## config.mk

```make
export PLATFORM = sky130hd
export DESIGN_NAME = csi_cfg_top
export DESIGN_NICKNAME = d
export VERILOG_FILES = /design/src/design/csi_cfg_pkg.sv /design/src/design/csi_cfg_apb.sv /design/src/design/csi_cfg_datapath.sv /design/src/design/csi_cfg_top.sv
export SDC_FILE = /design/constraint.sdc
export NUM_CORES = 1
export LEC_CHECK = 0
export BUFFER_PORTS_ARGS = -buffer_cell sky130_fd_sc_hd__buf_2
export CAP_MARGIN = 30
export CORE_MARGIN = 10
export CORE_UTILIZATION = 52
export DETAILED_ROUTE_END_ITERATION = 12
export PLACE_DENSITY = 0.85
export SLEW_MARGIN = 10
export SYNTH_ARGS = -nofsm -noshare
export SYNTH_HDL_FRONTEND = slang
export SYNTH_SLANG_ARGS = --single-unit
```

## constraint.sdc

```tcl
create_clock -name clk -period 2.8 [get_ports clk]
set_input_delay 0.56 -clock clk [delete_from_list [all_inputs] [get_ports clk]]
set_output_delay 0.56 -clock clk [all_outputs]
set_load 0.05 [all_outputs]
```

## src/design/csi_cfg_pkg.sv

```systemverilog
// constants, field layouts and carriers of the csi-2 output config block
// assumes an apb master on the same clock as the block
//
// Functional notes
// - the fifth and sixth id bytes read back at main offsets f4/f5 and ignore writes.
// - trail override bit 7 low means automatic trail timing, high means bits 3:0 are used.
// - alignment bit 4 puts raw pixels on the low bits when 0 and the high bits when 1.
// - port 0 enable field resets to 3f, 00 disables the port and 3f enables it.
// - port 1 enable field resets to 00, 00 keeps the port off and 3f enables it.
// - bit 7 of each port enable register is register control, reset 0, 1 enables it.
// - pass routing bit 2, reset 0, drives the pass status out on general pin three.
// - pass routing bit 1, reset 1, drives the pass status out on general pin zero.
// - pass routing bit 0 reads back the live pass status.
// - the 2-bit field in bits 7:6, reset 00, is the virtual channel tag 0 to 3.
// - read-only registers ignore writes, read/write ones return what was written, except pass routing bit 0.
package csi_cfg_pkg;

  // ------------------------------------------------------------------
  // bus geometry
  // ------------------------------------------------------------------
  localparam int ADDR_W = 10;
  localparam int DATA_W = 32;

  // main map indices, byte address is four times the index
  localparam logic [7:0] IDX_IND_ADDR = 8'hb0;
  localparam logic [7:0] IDX_IND_DATA = 8'hb1;
  localparam logic [7:0] IDX_ID_FIVE = 8'hf4;
  localparam logic [7:0] IDX_ID_SIX = 8'hf5;
  localparam logic [ADDR_W-1:0] ADDR_IND_ADDR = {IDX_IND_ADDR, 2'b00};
  localparam logic [ADDR_W-1:0] ADDR_IND_DATA = {IDX_IND_DATA, 2'b00};
  localparam logic [ADDR_W-1:0] ADDR_ID_FIVE = {IDX_ID_FIVE, 2'b00};
  localparam logic [ADDR_W-1:0] ADDR_ID_SIX = {IDX_ID_SIX, 2'b00};

  // ------------------------------------------------------------------
  // indirect registers: slot, offset, reset value
  // ------------------------------------------------------------------
  localparam int N_IND = 6;
  localparam int R_TRAIL = 0;
  localparam int R_RAW = 1;
  localparam int R_EN0 = 2;
  localparam int R_EN1 = 3;
  localparam int R_PASS = 4;
  localparam int R_VC = 5;
  localparam logic [7:0] IND_IDX [N_IND] =
    '{8'h02, 8'h09, 8'h13, 8'h14, 8'h16, 8'h2e};
  localparam logic [7:0] IND_RST [N_IND] =
    '{8'h00, 8'h00, 8'h3f, 8'h00, 8'h02, 8'h00};

  // ------------------------------------------------------------------
  // field positions and codes
  // ------------------------------------------------------------------
  localparam int BIT_TRAIL_OV = 7;
  localparam int TRAIL_W = 4;
  localparam int BIT_RAW_MSB = 4;
  localparam int BIT_REG_CTL = 7;
  localparam int EN_W = 6;
  localparam logic [EN_W-1:0] EN_ON = 6'h3f;
  localparam logic [EN_W-1:0] EN_OFF = 6'h00;
  localparam int BIT_PASS_PIN3 = 2;
  localparam int BIT_PASS_PIN0 = 1;
  localparam int BIT_PASS_LIVE = 0;
  localparam int VC_LSB = 6;
  localparam int VC_W = 2;
  localparam int DT_W = 6;
  localparam logic [TRAIL_W-1:0] TRAIL_AUTO_BASE = 4'h3;

  // ------------------------------------------------------------------
  // carriers
  // ------------------------------------------------------------------
  typedef struct packed {
    logic [ADDR_W-1:0] addr;
    logic write;
    logic [DATA_W-1:0] wdata;
    logic [3:0] strb;
  } apb_req_t;

  typedef struct packed {
    logic trail_ov;
    logic [TRAIL_W-1:0] trail_val;
    logic raw_msb;
    logic [VC_W-1:0] vc;
  } cfg_t;

endpackage

```

## src/design/csi_cfg_apb.sv

```systemverilog
// apb slave front end: zero wait states, registered answer
// assumes the decode of the parent arrives combinationally from req
`timescale 1ns/100ps
module csi_cfg_apb (
  // clock and reset
  input wire logic clk,
  input wire logic rstn,
  // apb
  input wire logic psel,
  input wire logic penable,
  input wire logic pwrite,
  input wire logic [csi_cfg_pkg::ADDR_W-1:0] paddr,
  input wire logic [csi_cfg_pkg::DATA_W-1:0] pwdata,
  input wire logic [3:0] pstrb,
  output logic pready,
  output logic [csi_cfg_pkg::DATA_W-1:0] prdata,
  output logic pslverr,
  // towards the register file
  input wire logic [csi_cfg_pkg::DATA_W-1:0] rdata,
  input wire logic mapped,
  output csi_cfg_pkg::apb_req_t req,
  output logic setup,
  output logic commit
);

  assign req = '{addr: paddr, write: pwrite, wdata: pwdata, strb: pstrb};
  assign setup = psel & ~penable;
  assign commit = psel & penable & pready;

  // answer is captured in setup so the access phase ends in one cycle
  always_ff @(posedge clk or negedge rstn) begin
    if (!rstn) begin
      pready <= 1'b0;
      prdata <= '0;
      pslverr <= 1'b0;
    end else begin
      pready <= setup;
      pslverr <= setup & ~mapped;
      if (setup) begin
        prdata <= pwrite ? '0 : rdata;
      end
    end
  end

endmodule

```

## src/design/csi_cfg_datapath.sv

```systemverilog
// trail timing select, raw alignment and virtual channel tagging
// assumes pixel and packet inputs come from logic on the same clock
`timescale 1ns/100ps
module csi_cfg_datapath #(
  parameter int RAW_W = 12,
  parameter int RGB_W = 24
) (
  // clock and reset
  input wire logic clk,
  input wire logic rstn,
  // configuration
  input csi_cfg_pkg::cfg_t cfg,
  input wire logic [csi_cfg_pkg::TRAIL_W-1:0] rate_code,
  // raw pixels in, bus out
  input wire logic [RAW_W-1:0] raw_pixel,
  input wire logic raw_valid,
  output logic [RGB_W-1:0] rgb_bus,
  output logic rgb_valid,
  // packet header tagging
  input wire logic [csi_cfg_pkg::DT_W-1:0] pkt_type,
  input wire logic pkt_valid,
  output logic [7:0] pkt_id,
  output logic pkt_id_valid,
  // trail timing in use
  output logic [csi_cfg_pkg::TRAIL_W-1:0] trail_eff
);

  if (RAW_W < 1 || RAW_W >= RGB_W) begin : g_bad_width
    $error("raw width must be below rgb bus width");
  end

  logic [csi_cfg_pkg::TRAIL_W-1:0] auto_trail;
  logic [csi_cfg_pkg::TRAIL_W-1:0] next_trail;
  logic [RGB_W-1:0] raw_low;
  logic [RGB_W-1:0] raw_high;
  logic [RGB_W-1:0] next_rgb;

  // automatic trail is the base 3 plus the lane rate code, wrapping at four bits
  assign auto_trail = csi_cfg_pkg::TRAIL_W'(
    csi_cfg_pkg::TRAIL_AUTO_BASE + rate_code);
  assign next_trail = cfg.trail_ov ? cfg.trail_val : auto_trail;
  assign raw_low = RGB_W'(raw_pixel);
  assign raw_high = {raw_pixel, {(RGB_W - RAW_W){1'b0}}};
  assign next_rgb = cfg.raw_msb ? raw_high : raw_low;

  always_ff @(posedge clk or negedge rstn) begin
    if (!rstn) begin
      trail_eff <= '0;
      rgb_bus <= '0;
      rgb_valid <= 1'b0;
    end else begin
      trail_eff <= next_trail;
      rgb_valid <= raw_valid;
      if (raw_valid) begin
        rgb_bus <= next_rgb;
      end
    end
  end

  always_ff @(posedge clk or negedge rstn) begin
    if (!rstn) begin
      pkt_id <= '0;
      pkt_id_valid <= 1'b0;
    end else begin
      pkt_id_valid <= pkt_valid;
      if (pkt_valid) begin
        pkt_id <= {cfg.vc, pkt_type};
      end
    end
  end

endmodule

```

## src/design/csi_cfg_top.sv

```systemverilog
// csi-2 output configuration registers behind an apb slave
// assumes pass status, pixels and packets arrive on clk; pins are outputs
`timescale 1ns/100ps
module csi_cfg_top #(
  parameter int RAW_W = 12,
  parameter int RGB_W = 24,
  // arbitrary identification values
  parameter logic [7:0] ID_FIVE = 8'h5a,
  parameter logic [7:0] ID_SIX = 8'hc3
) (
  // clock and reset
  input wire logic clk,
  input wire logic rstn,
  // apb
  input wire logic psel,
  input wire logic penable,
  input wire logic pwrite,
  input wire logic [csi_cfg_pkg::ADDR_W-1:0] paddr,
  input wire logic [csi_cfg_pkg::DATA_W-1:0] pwdata,
  input wire logic [3:0] pstrb,
  output logic pready,
  output logic [csi_cfg_pkg::DATA_W-1:0] prdata,
  output logic pslverr,
  // status and timing inputs
  input wire logic pass_status,
  input wire logic [csi_cfg_pkg::TRAIL_W-1:0] rate_code,
  // raw pixel path
  input wire logic [RAW_W-1:0] raw_pixel,
  input wire logic raw_valid,
  output logic [RGB_W-1:0] rgb_bus,
  output logic rgb_valid,
  // packet tagging
  input wire logic [csi_cfg_pkg::DT_W-1:0] pkt_type,
  input wire logic pkt_valid,
  output logic [7:0] pkt_id,
  output logic pkt_id_valid,
  // port control
  output logic port_a_enable,
  output logic port_b_enable,
  output logic port_a_register_control,
  output logic port_b_register_control,
  output logic [csi_cfg_pkg::TRAIL_W-1:0] trail_eff,
  // general pins, output side only
  output logic general_pin_zero_out,
  output logic general_pin_zero_oe,
  output logic general_pin_three_out,
  output logic general_pin_three_oe
);

  // ------------------------------------------------------------------
  // bus front end
  // ------------------------------------------------------------------
  csi_cfg_pkg::apb_req_t req;
  logic setup;
  logic commit;
  logic mapped;
  logic [csi_cfg_pkg::DATA_W-1:0] rdata;

  csi_cfg_apb u_apb (
    .clk(clk),
    .rstn(rstn),
    .psel(psel),
    .penable(penable),
    .pwrite(pwrite),
    .paddr(paddr),
    .pwdata(pwdata),
    .pstrb(pstrb),
    .pready(pready),
    .prdata(prdata),
    .pslverr(pslverr),
    .rdata(rdata),
    .mapped(mapped),
    .req(req),
    .setup(setup),
    .commit(commit)
  );

  // ------------------------------------------------------------------
  // main map decode
  // ------------------------------------------------------------------
  wire hit_ia = req.addr == csi_cfg_pkg::ADDR_IND_ADDR;
  wire hit_id = req.addr == csi_cfg_pkg::ADDR_IND_DATA;
  wire hit_id5 = req.addr == csi_cfg_pkg::ADDR_ID_FIVE;
  wire hit_id6 = req.addr == csi_cfg_pkg::ADDR_ID_SIX;
  wire wr_ok = commit & req.write & req.strb[0];
  wire wr_ia = wr_ok & hit_ia;
  wire wr_id = wr_ok & hit_id;
  wire [7:0] wbyte = req.wdata[7:0];
  assign mapped = hit_ia | hit_id | hit_id5 | hit_id6;

  // ------------------------------------------------------------------
  // indirect register file
  // ------------------------------------------------------------------
  logic [7:0] ind_addr;
  logic [7:0] ind_reg [csi_cfg_pkg::N_IND];
  logic [csi_cfg_pkg::N_IND-1:0] ind_sel;
  logic [7:0] ind_rd;
  logic [7:0] ind_live;

  always_ff @(posedge clk or negedge rstn) begin
    if (!rstn) begin
      ind_addr <= '0;
    end else if (wr_ia) begin
      ind_addr <= wbyte;
    end
  end

  // undefined offsets select nothing: writes drop, reads give zero
  for (genvar i = 0; i < csi_cfg_pkg::N_IND; i++) begin : g_ind
    assign ind_sel[i] = ind_addr == csi_cfg_pkg::IND_IDX[i];
    always_ff @(posedge clk or negedge rstn) begin
      if (!rstn) begin
        ind_reg[i] <= csi_cfg_pkg::IND_RST[i];
      end else if (wr_id && ind_sel[i]) begin
        ind_reg[i] <= wbyte;
      end
    end
  end

  always_comb begin
    ind_rd = '0;
    for (int k = 0; k < csi_cfg_pkg::N_IND; k++) begin
      ind_rd = ind_rd | (ind_sel[k] ? ind_reg[k] : 8'h00);
    end
  end

  // pass bit reads the live status, never the stored copy
  always_comb begin
    ind_live = ind_rd;
    if (ind_sel[csi_cfg_pkg::R_PASS]) begin
      ind_live[csi_cfg_pkg::BIT_PASS_LIVE] = pass_status;
    end
  end

  // ------------------------------------------------------------------
  // read mux
  // ------------------------------------------------------------------
  wire [7:0] rd_byte = hit_ia ? ind_addr :
    hit_id ? ind_live :
    hit_id5 ? ID_FIVE :
    hit_id6 ? ID_SIX : 8'h00;
  assign rdata = csi_cfg_pkg::DATA_W'(rd_byte);

  // ------------------------------------------------------------------
  // named fields
  // ------------------------------------------------------------------
  wire [7:0] trail_r = ind_reg[csi_cfg_pkg::R_TRAIL];
  wire [7:0] en0_r = ind_reg[csi_cfg_pkg::R_EN0];
  wire [7:0] en1_r = ind_reg[csi_cfg_pkg::R_EN1];
  wire [7:0] pass_r = ind_reg[csi_cfg_pkg::R_PASS];
  wire [csi_cfg_pkg::EN_W-1:0] port_a_enable_field =
    en0_r[csi_cfg_pkg::EN_W-1:0];
  wire [csi_cfg_pkg::EN_W-1:0] port_b_enable_field =
    en1_r[csi_cfg_pkg::EN_W-1:0];
  wire pass_to_pin_three = pass_r[csi_cfg_pkg::BIT_PASS_PIN3];
  wire pass_to_pin_zero = pass_r[csi_cfg_pkg::BIT_PASS_PIN0];
  wire [csi_cfg_pkg::VC_W-1:0] virtual_channel_field =
    ind_reg[csi_cfg_pkg::R_VC][csi_cfg_pkg::VC_LSB +: csi_cfg_pkg::VC_W];

  csi_cfg_pkg::cfg_t cfg;
  assign cfg = '{
    trail_ov: trail_r[csi_cfg_pkg::BIT_TRAIL_OV],
    trail_val: trail_r[csi_cfg_pkg::TRAIL_W-1:0],
    raw_msb: ind_reg[csi_cfg_pkg::R_RAW][csi_cfg_pkg::BIT_RAW_MSB],
    vc: virtual_channel_field
  };

  // intermediate field codes count as off, only the full code enables
  wire next_a_en = port_a_enable_field == csi_cfg_pkg::EN_ON;
  wire next_b_en = port_b_enable_field == csi_cfg_pkg::EN_ON;

  // ------------------------------------------------------------------
  // port and pin outputs
  // ------------------------------------------------------------------
  always_ff @(posedge clk or negedge rstn) begin
    if (!rstn) begin
      port_a_enable <= 1'b0;
      port_b_enable <= 1'b0;
      port_a_register_control <= 1'b0;
      port_b_register_control <= 1'b0;
    end else begin
      port_a_enable <= next_a_en;
      port_b_enable <= next_b_en;
      port_a_register_control <= en0_r[csi_cfg_pkg::BIT_REG_CTL];
      port_b_register_control <= en1_r[csi_cfg_pkg::BIT_REG_CTL];
    end
  end

  always_ff @(posedge clk or negedge rstn) begin
    if (!rstn) begin
      general_pin_zero_out <= 1'b0;
      general_pin_zero_oe <= 1'b0;
      general_pin_three_out <= 1'b0;
      general_pin_three_oe <= 1'b0;
    end else begin
      general_pin_zero_out <= pass_to_pin_zero & pass_status;
      general_pin_zero_oe <= pass_to_pin_zero;
      general_pin_three_out <= pass_to_pin_three & pass_status;
      general_pin_three_oe <= pass_to_pin_three;
    end
  end

  // ------------------------------------------------------------------
  // datapath
  // ------------------------------------------------------------------
  csi_cfg_datapath #(
    .RAW_W(RAW_W),
    .RGB_W(RGB_W)
  ) u_dp (
    .clk(clk),
    .rstn(rstn),
    .cfg(cfg),
    .rate_code(rate_code),
    .raw_pixel(raw_pixel),
    .raw_valid(raw_valid),
    .rgb_bus(rgb_bus),
    .rgb_valid(rgb_valid),
    .pkt_type(pkt_type),
    .pkt_valid(pkt_valid),
    .pkt_id(pkt_id),
    .pkt_id_valid(pkt_id_valid),
    .trail_eff(trail_eff)
  );

  wire rd_setup = setup & ~req.write;
  wire [7:0] vc_reg = ind_reg[csi_cfg_pkg::R_VC];
endmodule

```

; ---- Word-level counts from Yosys, hierarchy flattened
; Index checks and enable logic that the tools add are counted.
[op_classes]
n_shift = 0
n_div = 0
bitwise_logic = 20
eq_ne = 12
n_reduce_logical = 6
mux = 14
n_lt_le_gt_ge = 0
n_addsub = 1
multipliers = 0
[op_table]
columns = op, count
row1 = two-way mux 8 bit, 11
row2 = "equality test 10 bit, second input constant", 4
row3 = OR 8 bit, 5
row4 = "equality test 8 x 5 -> 1 bit, second input constant", 3
row5 = two-way mux 24 bit, 1
row6 = "equality test 6 bit, second input constant", 2
row7 = AND 1 bit, 10
row8 = "equality test 8 x 2 -> 1 bit, second input constant", 1
row9 = "equality test 8 x 4 -> 1 bit, second input constant", 1
row10 = "equality test 8 x 6 -> 1 bit, second input constant", 1
row11 = logical AND 1 bit, 6
row12 = "adder 2 x 4 -> 4 bit, first input constant", 1
row13 = two-way mux 4 bit, 1
row14 = OR 1 bit, 3
row15 = NOT 1 bit, 2
row16 = two-way mux 1 bit, 1
[word_totals]
mem_bits_ro = 0
out_inout_bits = 80
memories = 0
reg_bits = 136
mem_bits_rw = 0
latch_bits = 0

; ---- Longest topological paths before layout
[depth]
depth_word = 11
mapped_depth = 7
ltp_nobuf = 4

; ---- Modules after synthesis
; Synthesis repeated with hierarchy kept, for this count alone.
[hier_totals]
hier_cells = 559
area_unflattened_um2 = 6740.2
[modules_own_cells]
columns = mod, seq_area_each_um2, cells_per_inst, area_per_inst_um2, instances
row1 = csi_cfg_top, 1585.3, 264, 3180.6, 1
row2 = csi_cfg_apb, 850.8, 155, 1993.2, 1
row3 = csi_cfg_datapath, 950.9, 140, 1566.5, 1

; ---- Worst setup path before layout
; OpenSTA, ideal clock, no wires.
[synth_timing]
path_type = input-to-reg
startpoint = input port paddr[2] in the netlist's numbering
endpoint = register ind_reg (netlist bit vc_reg[0])
required_ns = 2.675
arrival_time_ns = 2.494
cell_stages = 7
setup_ns = 0.125
path_buffers = 3
setup_slack_ns = 0.182
path_cell_list = buf_4 or4b_1 buf_2 or3_1 buf_2 nor4_4 mux2_2
[synth_via]
elab_chain_cells = 3
[synth_rtl]
columns = item, line
row1 = from (decl), csi_cfg_top.sv:18  ; input wire logic [csi_cfg_pkg::ADDR_W-1:0] paddr,
row2 = equality test 10 bit, csi_cfg_top.sv:82  ; wire hit_id = req.addr == csi_cfg_pkg::ADDR_IND_DATA;
row3 = AND 1 bit, csi_cfg_top.sv:87  ; wire wr_id = wr_ok & hit_id;
row4 = logical AND 1 bit, csi_cfg_top.sv:114  ; end else if (wr_id && ind_sel[i]) begin
row5 = "to (signal, indexed assignment)", csi_cfg_top.sv:113  ; ind_reg[i] <= csi_cfg_pkg::IND_RST[i];
row6 = "to (signal, indexed assignment)", csi_cfg_top.sv:115  ; ind_reg[i] <= wbyte;
row7 = to (decl), csi_cfg_top.sv:95  ; logic [7:0] ind_reg [csi_cfg_pkg::N_IND];
; No other way between the ends.
; A chain may end at the register's enable or synchronous reset.

; ---- Worst setup path after layout
[layout_timing]
startpoint = register ind_addr[6]
endpoint = register ind_reg (netlist bit trail_r[2])
[layout_via]
elab_chain_cells = 2
[layout_rtl]
columns = item, line
row1 = from (decl), csi_cfg_top.sv:94  ; logic [7:0] ind_addr;
row2 = from (signal assigned), csi_cfg_top.sv:104  ; ind_addr <= wbyte;
row3 = equality test 8 x 2 -> 1 bit, csi_cfg_top.sv:110  ; assign ind_sel[i] = ind_addr == csi_cfg_pkg::IND_IDX[i];
row4 = logical AND 1 bit, csi_cfg_top.sv:114
; No other way between the ends.

==> impl_metrics.csv <==
group,metric,value,unit
status,status,"complete, no violations",
worst_setup_path,reg2regPathDepth,5,
worst_setup_path,slowest_stage,"or4_1",
cts,cts_inserted_buffers,9,
yosys,synth_async_sr_flop_share,1.00,
routing,antenna_left,0,
cts,htree_levels,3,
hold_path,min_path_type,"in2async",
routing,dr_total_vias,4033,
timing,rsz0062_at_grt,"false",
yosys,synth_flop_cell,"dfrtp_1",
timing,fmax,451,MHz
worst_setup_path,reg2reg_slack,0.58,ns
cts,cts_resized,0,
worst_setup_path,r2r_start,"ind_addr[6]$_DFFE_PN0P_",
cts,clkTransAtPathRegs,0.10,ns
global_route,grt_overflow,0,
floorplanning,die_h,121,um
floorplanning,core,0.00986,mm2
timing,slew_violations,0,
floorplanning,rows,36,
cts,clock_latency,0.38,ns
cts,cts_sinks,111,
layout,final_area,0.00620,mm2
worst_setup_path,setup.worst_path.start_class,"register",
pwr,ir_worst_vdd,0.000296,V
timing,setup_viol,0,
layout,syn_to_final_growth,17.0,%
cts,clock_path_buffers,2,
layout,num-nets-final,651,
yosys,yosysWarningCount,0,
pwr,power_density,489,mW/mm2
worst_setup_path,end_kind,"register",
worst_setup_path,path_class,"reg2reg",
global_route,first_global_vias,4223,
timing,fin_worst_skew,0.0119,ns
timing,fin_tns_setup,0,ns
pwr,p_leak,3.01,nW
cts,cts_setup_buffers,0,
layout,drive_above_1_share,0.385,
timing,period_share,0.793,
timing,worstMarginPinSlew,0.724,ns
yosys,avgSynthCellArea,11.5,um2
flow_run,maxCapViolations,0,
floorplanning,fp.dieW,121,um
global_route,antenna_found_initial,0,
timing,min_period,2.22,ns
yosys,ys_seq_area_frac,0.526,
cts,cts_tree,"done",
place,place_area,0.00600,mm2
floorplanning,die_area,0.0146,mm2
worst_setup_path,crit_required,3.06,ns
routing,drt_first_pass_iters,4,
routing,routedWlPerCell,19.3,um
cts,cts-hold-fix-buffers,0,
layout,top_register,"u_dp.rgb_bus",
worst_setup_path,path_buf_inv,1,
worst_setup_path,reg2reg_to,"trail_r[2]$_DFFE_PN0P_",
routing,wirelength,13800,um
cts,cts-root-buf,"clkbuf_8",
worst_setup_path,critical_path.max_fanout,6,
worst_setup_path,cp_top_family,"simple AND/OR/NAND/NOR gates",
routing,vias_per_cell,5.66,
worst_setup_path,worstPathCellList,"or4_1 > nor2_1 > nand4_1 > buf_4 > mux2_2",
floorplanning,start_util,0.537,
yosys,synth_edf_count,0,
layout,largest_register_ffs,24,
global_route,grt_use_total,0.186,
layout,n_antenna_cell,0,
floorplanning,pin_count,156,
timing,timing.hold.ws,0.138,ns
timing,final-hold-violation-count,0,
yosys,ys_types,55,
place,place.gp.congestion,0.952,
worst_setup_path,slowest_delay,0.66,ns
yosys,ys_ff_latch,111,
global_route,grt_pass1_wl,21900,um
place,hpwlAfterDp,10400,um
global_route,grt_max_degree,50,
yosys,netlist_area,0.00530,mm2
routing,drt-initial-drc-count,319,
place,io_buffers,104,
routing,drc,0,
yosys,synthCells,460,
timing,timing.slew.headroom,0.518,
worst_setup_path,cp.arrival,2.48,ns
-- worst max-delay path by stage --
| stage | start | endpoint | slack, ns | depth (start not counted) |
|---|---|---|---|---|
| 6_report | ind_addr[6]$_DFFE_PN0P_ | trail_r[2]$_DFFE_PN0P_ | 0.58 | 5 |
| 5_1_grt | ind_addr[0]$_DFFE_PN0P_ | vc_reg[2]$_DFFE_PN0P_ | 0.46 | 5 |
| 4_1_cts | ind_addr[6]$_DFFE_PN0P_ | trail_r[2]$_DFFE_PN0P_ | 0.60 | 5 |
| 3_5_place_dp | paddr[2] | vc_reg[2]$_DFFE_PN0P_ | 0.20 | 6 |
| 3_3_place_gp | paddr[2] | vc_reg[0]$_DFFE_PN0P_ | 0.24 | 6 |
| 2_1_floorplan | paddr[2] | vc_reg[0]$_DFFE_PN0P_ | 0.18 | 7 |
-- through the flow --
step,std cells,worst slack [ns],utilization,total power [mW]
floorplan,483,0.182,-,1.95
global placement,696,0.244,0.608,2.06
detailed placement,696,0.201,0.608,2.07
CTS,712,0.604,0.628,3.06
global route,712,0.456,0.628,3.15
finish,712,0.581,0.628,3.03
-- area by class of cell --
type                       instances  area (um2)
sequential                       111        2790
fill                             807        3660
clock buffer                      10         138
clock inverter                     6        65.1
inverter                          32         120
tap                              133         166
multi-input combinational        290        2190
timing repair buffer             130         731
-- logic make-up (layout without fill, tap and decap cells) --
group	count (synthesis)	in the layout	synth area share
other cells	1	24	0.000708
xor+xnor	2	2	0.00331
buf+inv	82	178	0.0765
simple gates	118	118	0.150
flops	111	111	0.526
fa+ha+maj	1	1	0.00236
compound gates	75	75	0.0937
mux	70	70	0.147
-- cells in the mapped netlist, types with 2 or more instances --
master	number	area (um2)
a2111oi_0	3	26.3
a211oi_1	4	30.0
a21oi_1	2	10.0
a22oi_1	8	60.1
a32o_1	2	20.0
and2_1	2	12.5
and3b_1	3	26.3
and4_1	5	43.8
and4b_1	4	40.0
buf_2	2	10.0
buf_4	25	188
clkbuf_1	22	82.6
dfrtp_1	104	2600
dfstp_2	7	184
inv_1	32	120
mux2_2	63	709
mux2i_1	7	70.1
nand2_1	15	56.3
nand2b_1	2	12.5
nand3_1	19	95.1
nand3b_1	14	105
nand4_1	5	31.3
nand4b_1	5	43.8
nand4bb_1	4	45.0
nor2_1	9	33.8
nor3_1	6	30.0
nor3b_1	2	15.0
nor4_1	4	25.0
nor4_2	3	37.5
nor4bb_1	3	30.0
o211ai_1	7	52.6
o21ai_0	34	170
o22ai_1	3	18.8
o2bb2ai_1	5	43.8
or2_2	2	12.5
or3_1	2	12.5
or4_1	2	15.0
xor2_1	2	17.5
-- layer usage --
layer / global-route usage / up-vias / wire (um)
met2: 0.298 / 159 / 6420
met5: 0 / - / 0
li1: - / 1848 / -
met3: 0.0605 / 18 / 1130
met1: 0.236 / 2008 / 6020
met4: 0.0513 / 0 / 188
-- placed cells by master, fill, tap and decap left out, drive strengths merged, types with 6 or more instances in the layout --
cell type and n:
buf 130, o211ai 7, conb 24, mux2i 7, nand2 15, nor2 9, a22oi 8, dfrtp 104
dfstp 7, mux2 63, nor4 8, nand3b 14, clkbuf 10, o21ai 34, nand3 19, inv 34
nor3 6
-- power breakdown --
part | switching (mW) | leakage [nW] | internal, mW
Combinational | 0.310 | 1.44 | 0.0803
Clock | 0.548 | 0.103 | 0.442
Sequential | 0.0138 | 1.47 | 1.63
Power figures use the tool's default switching activity.
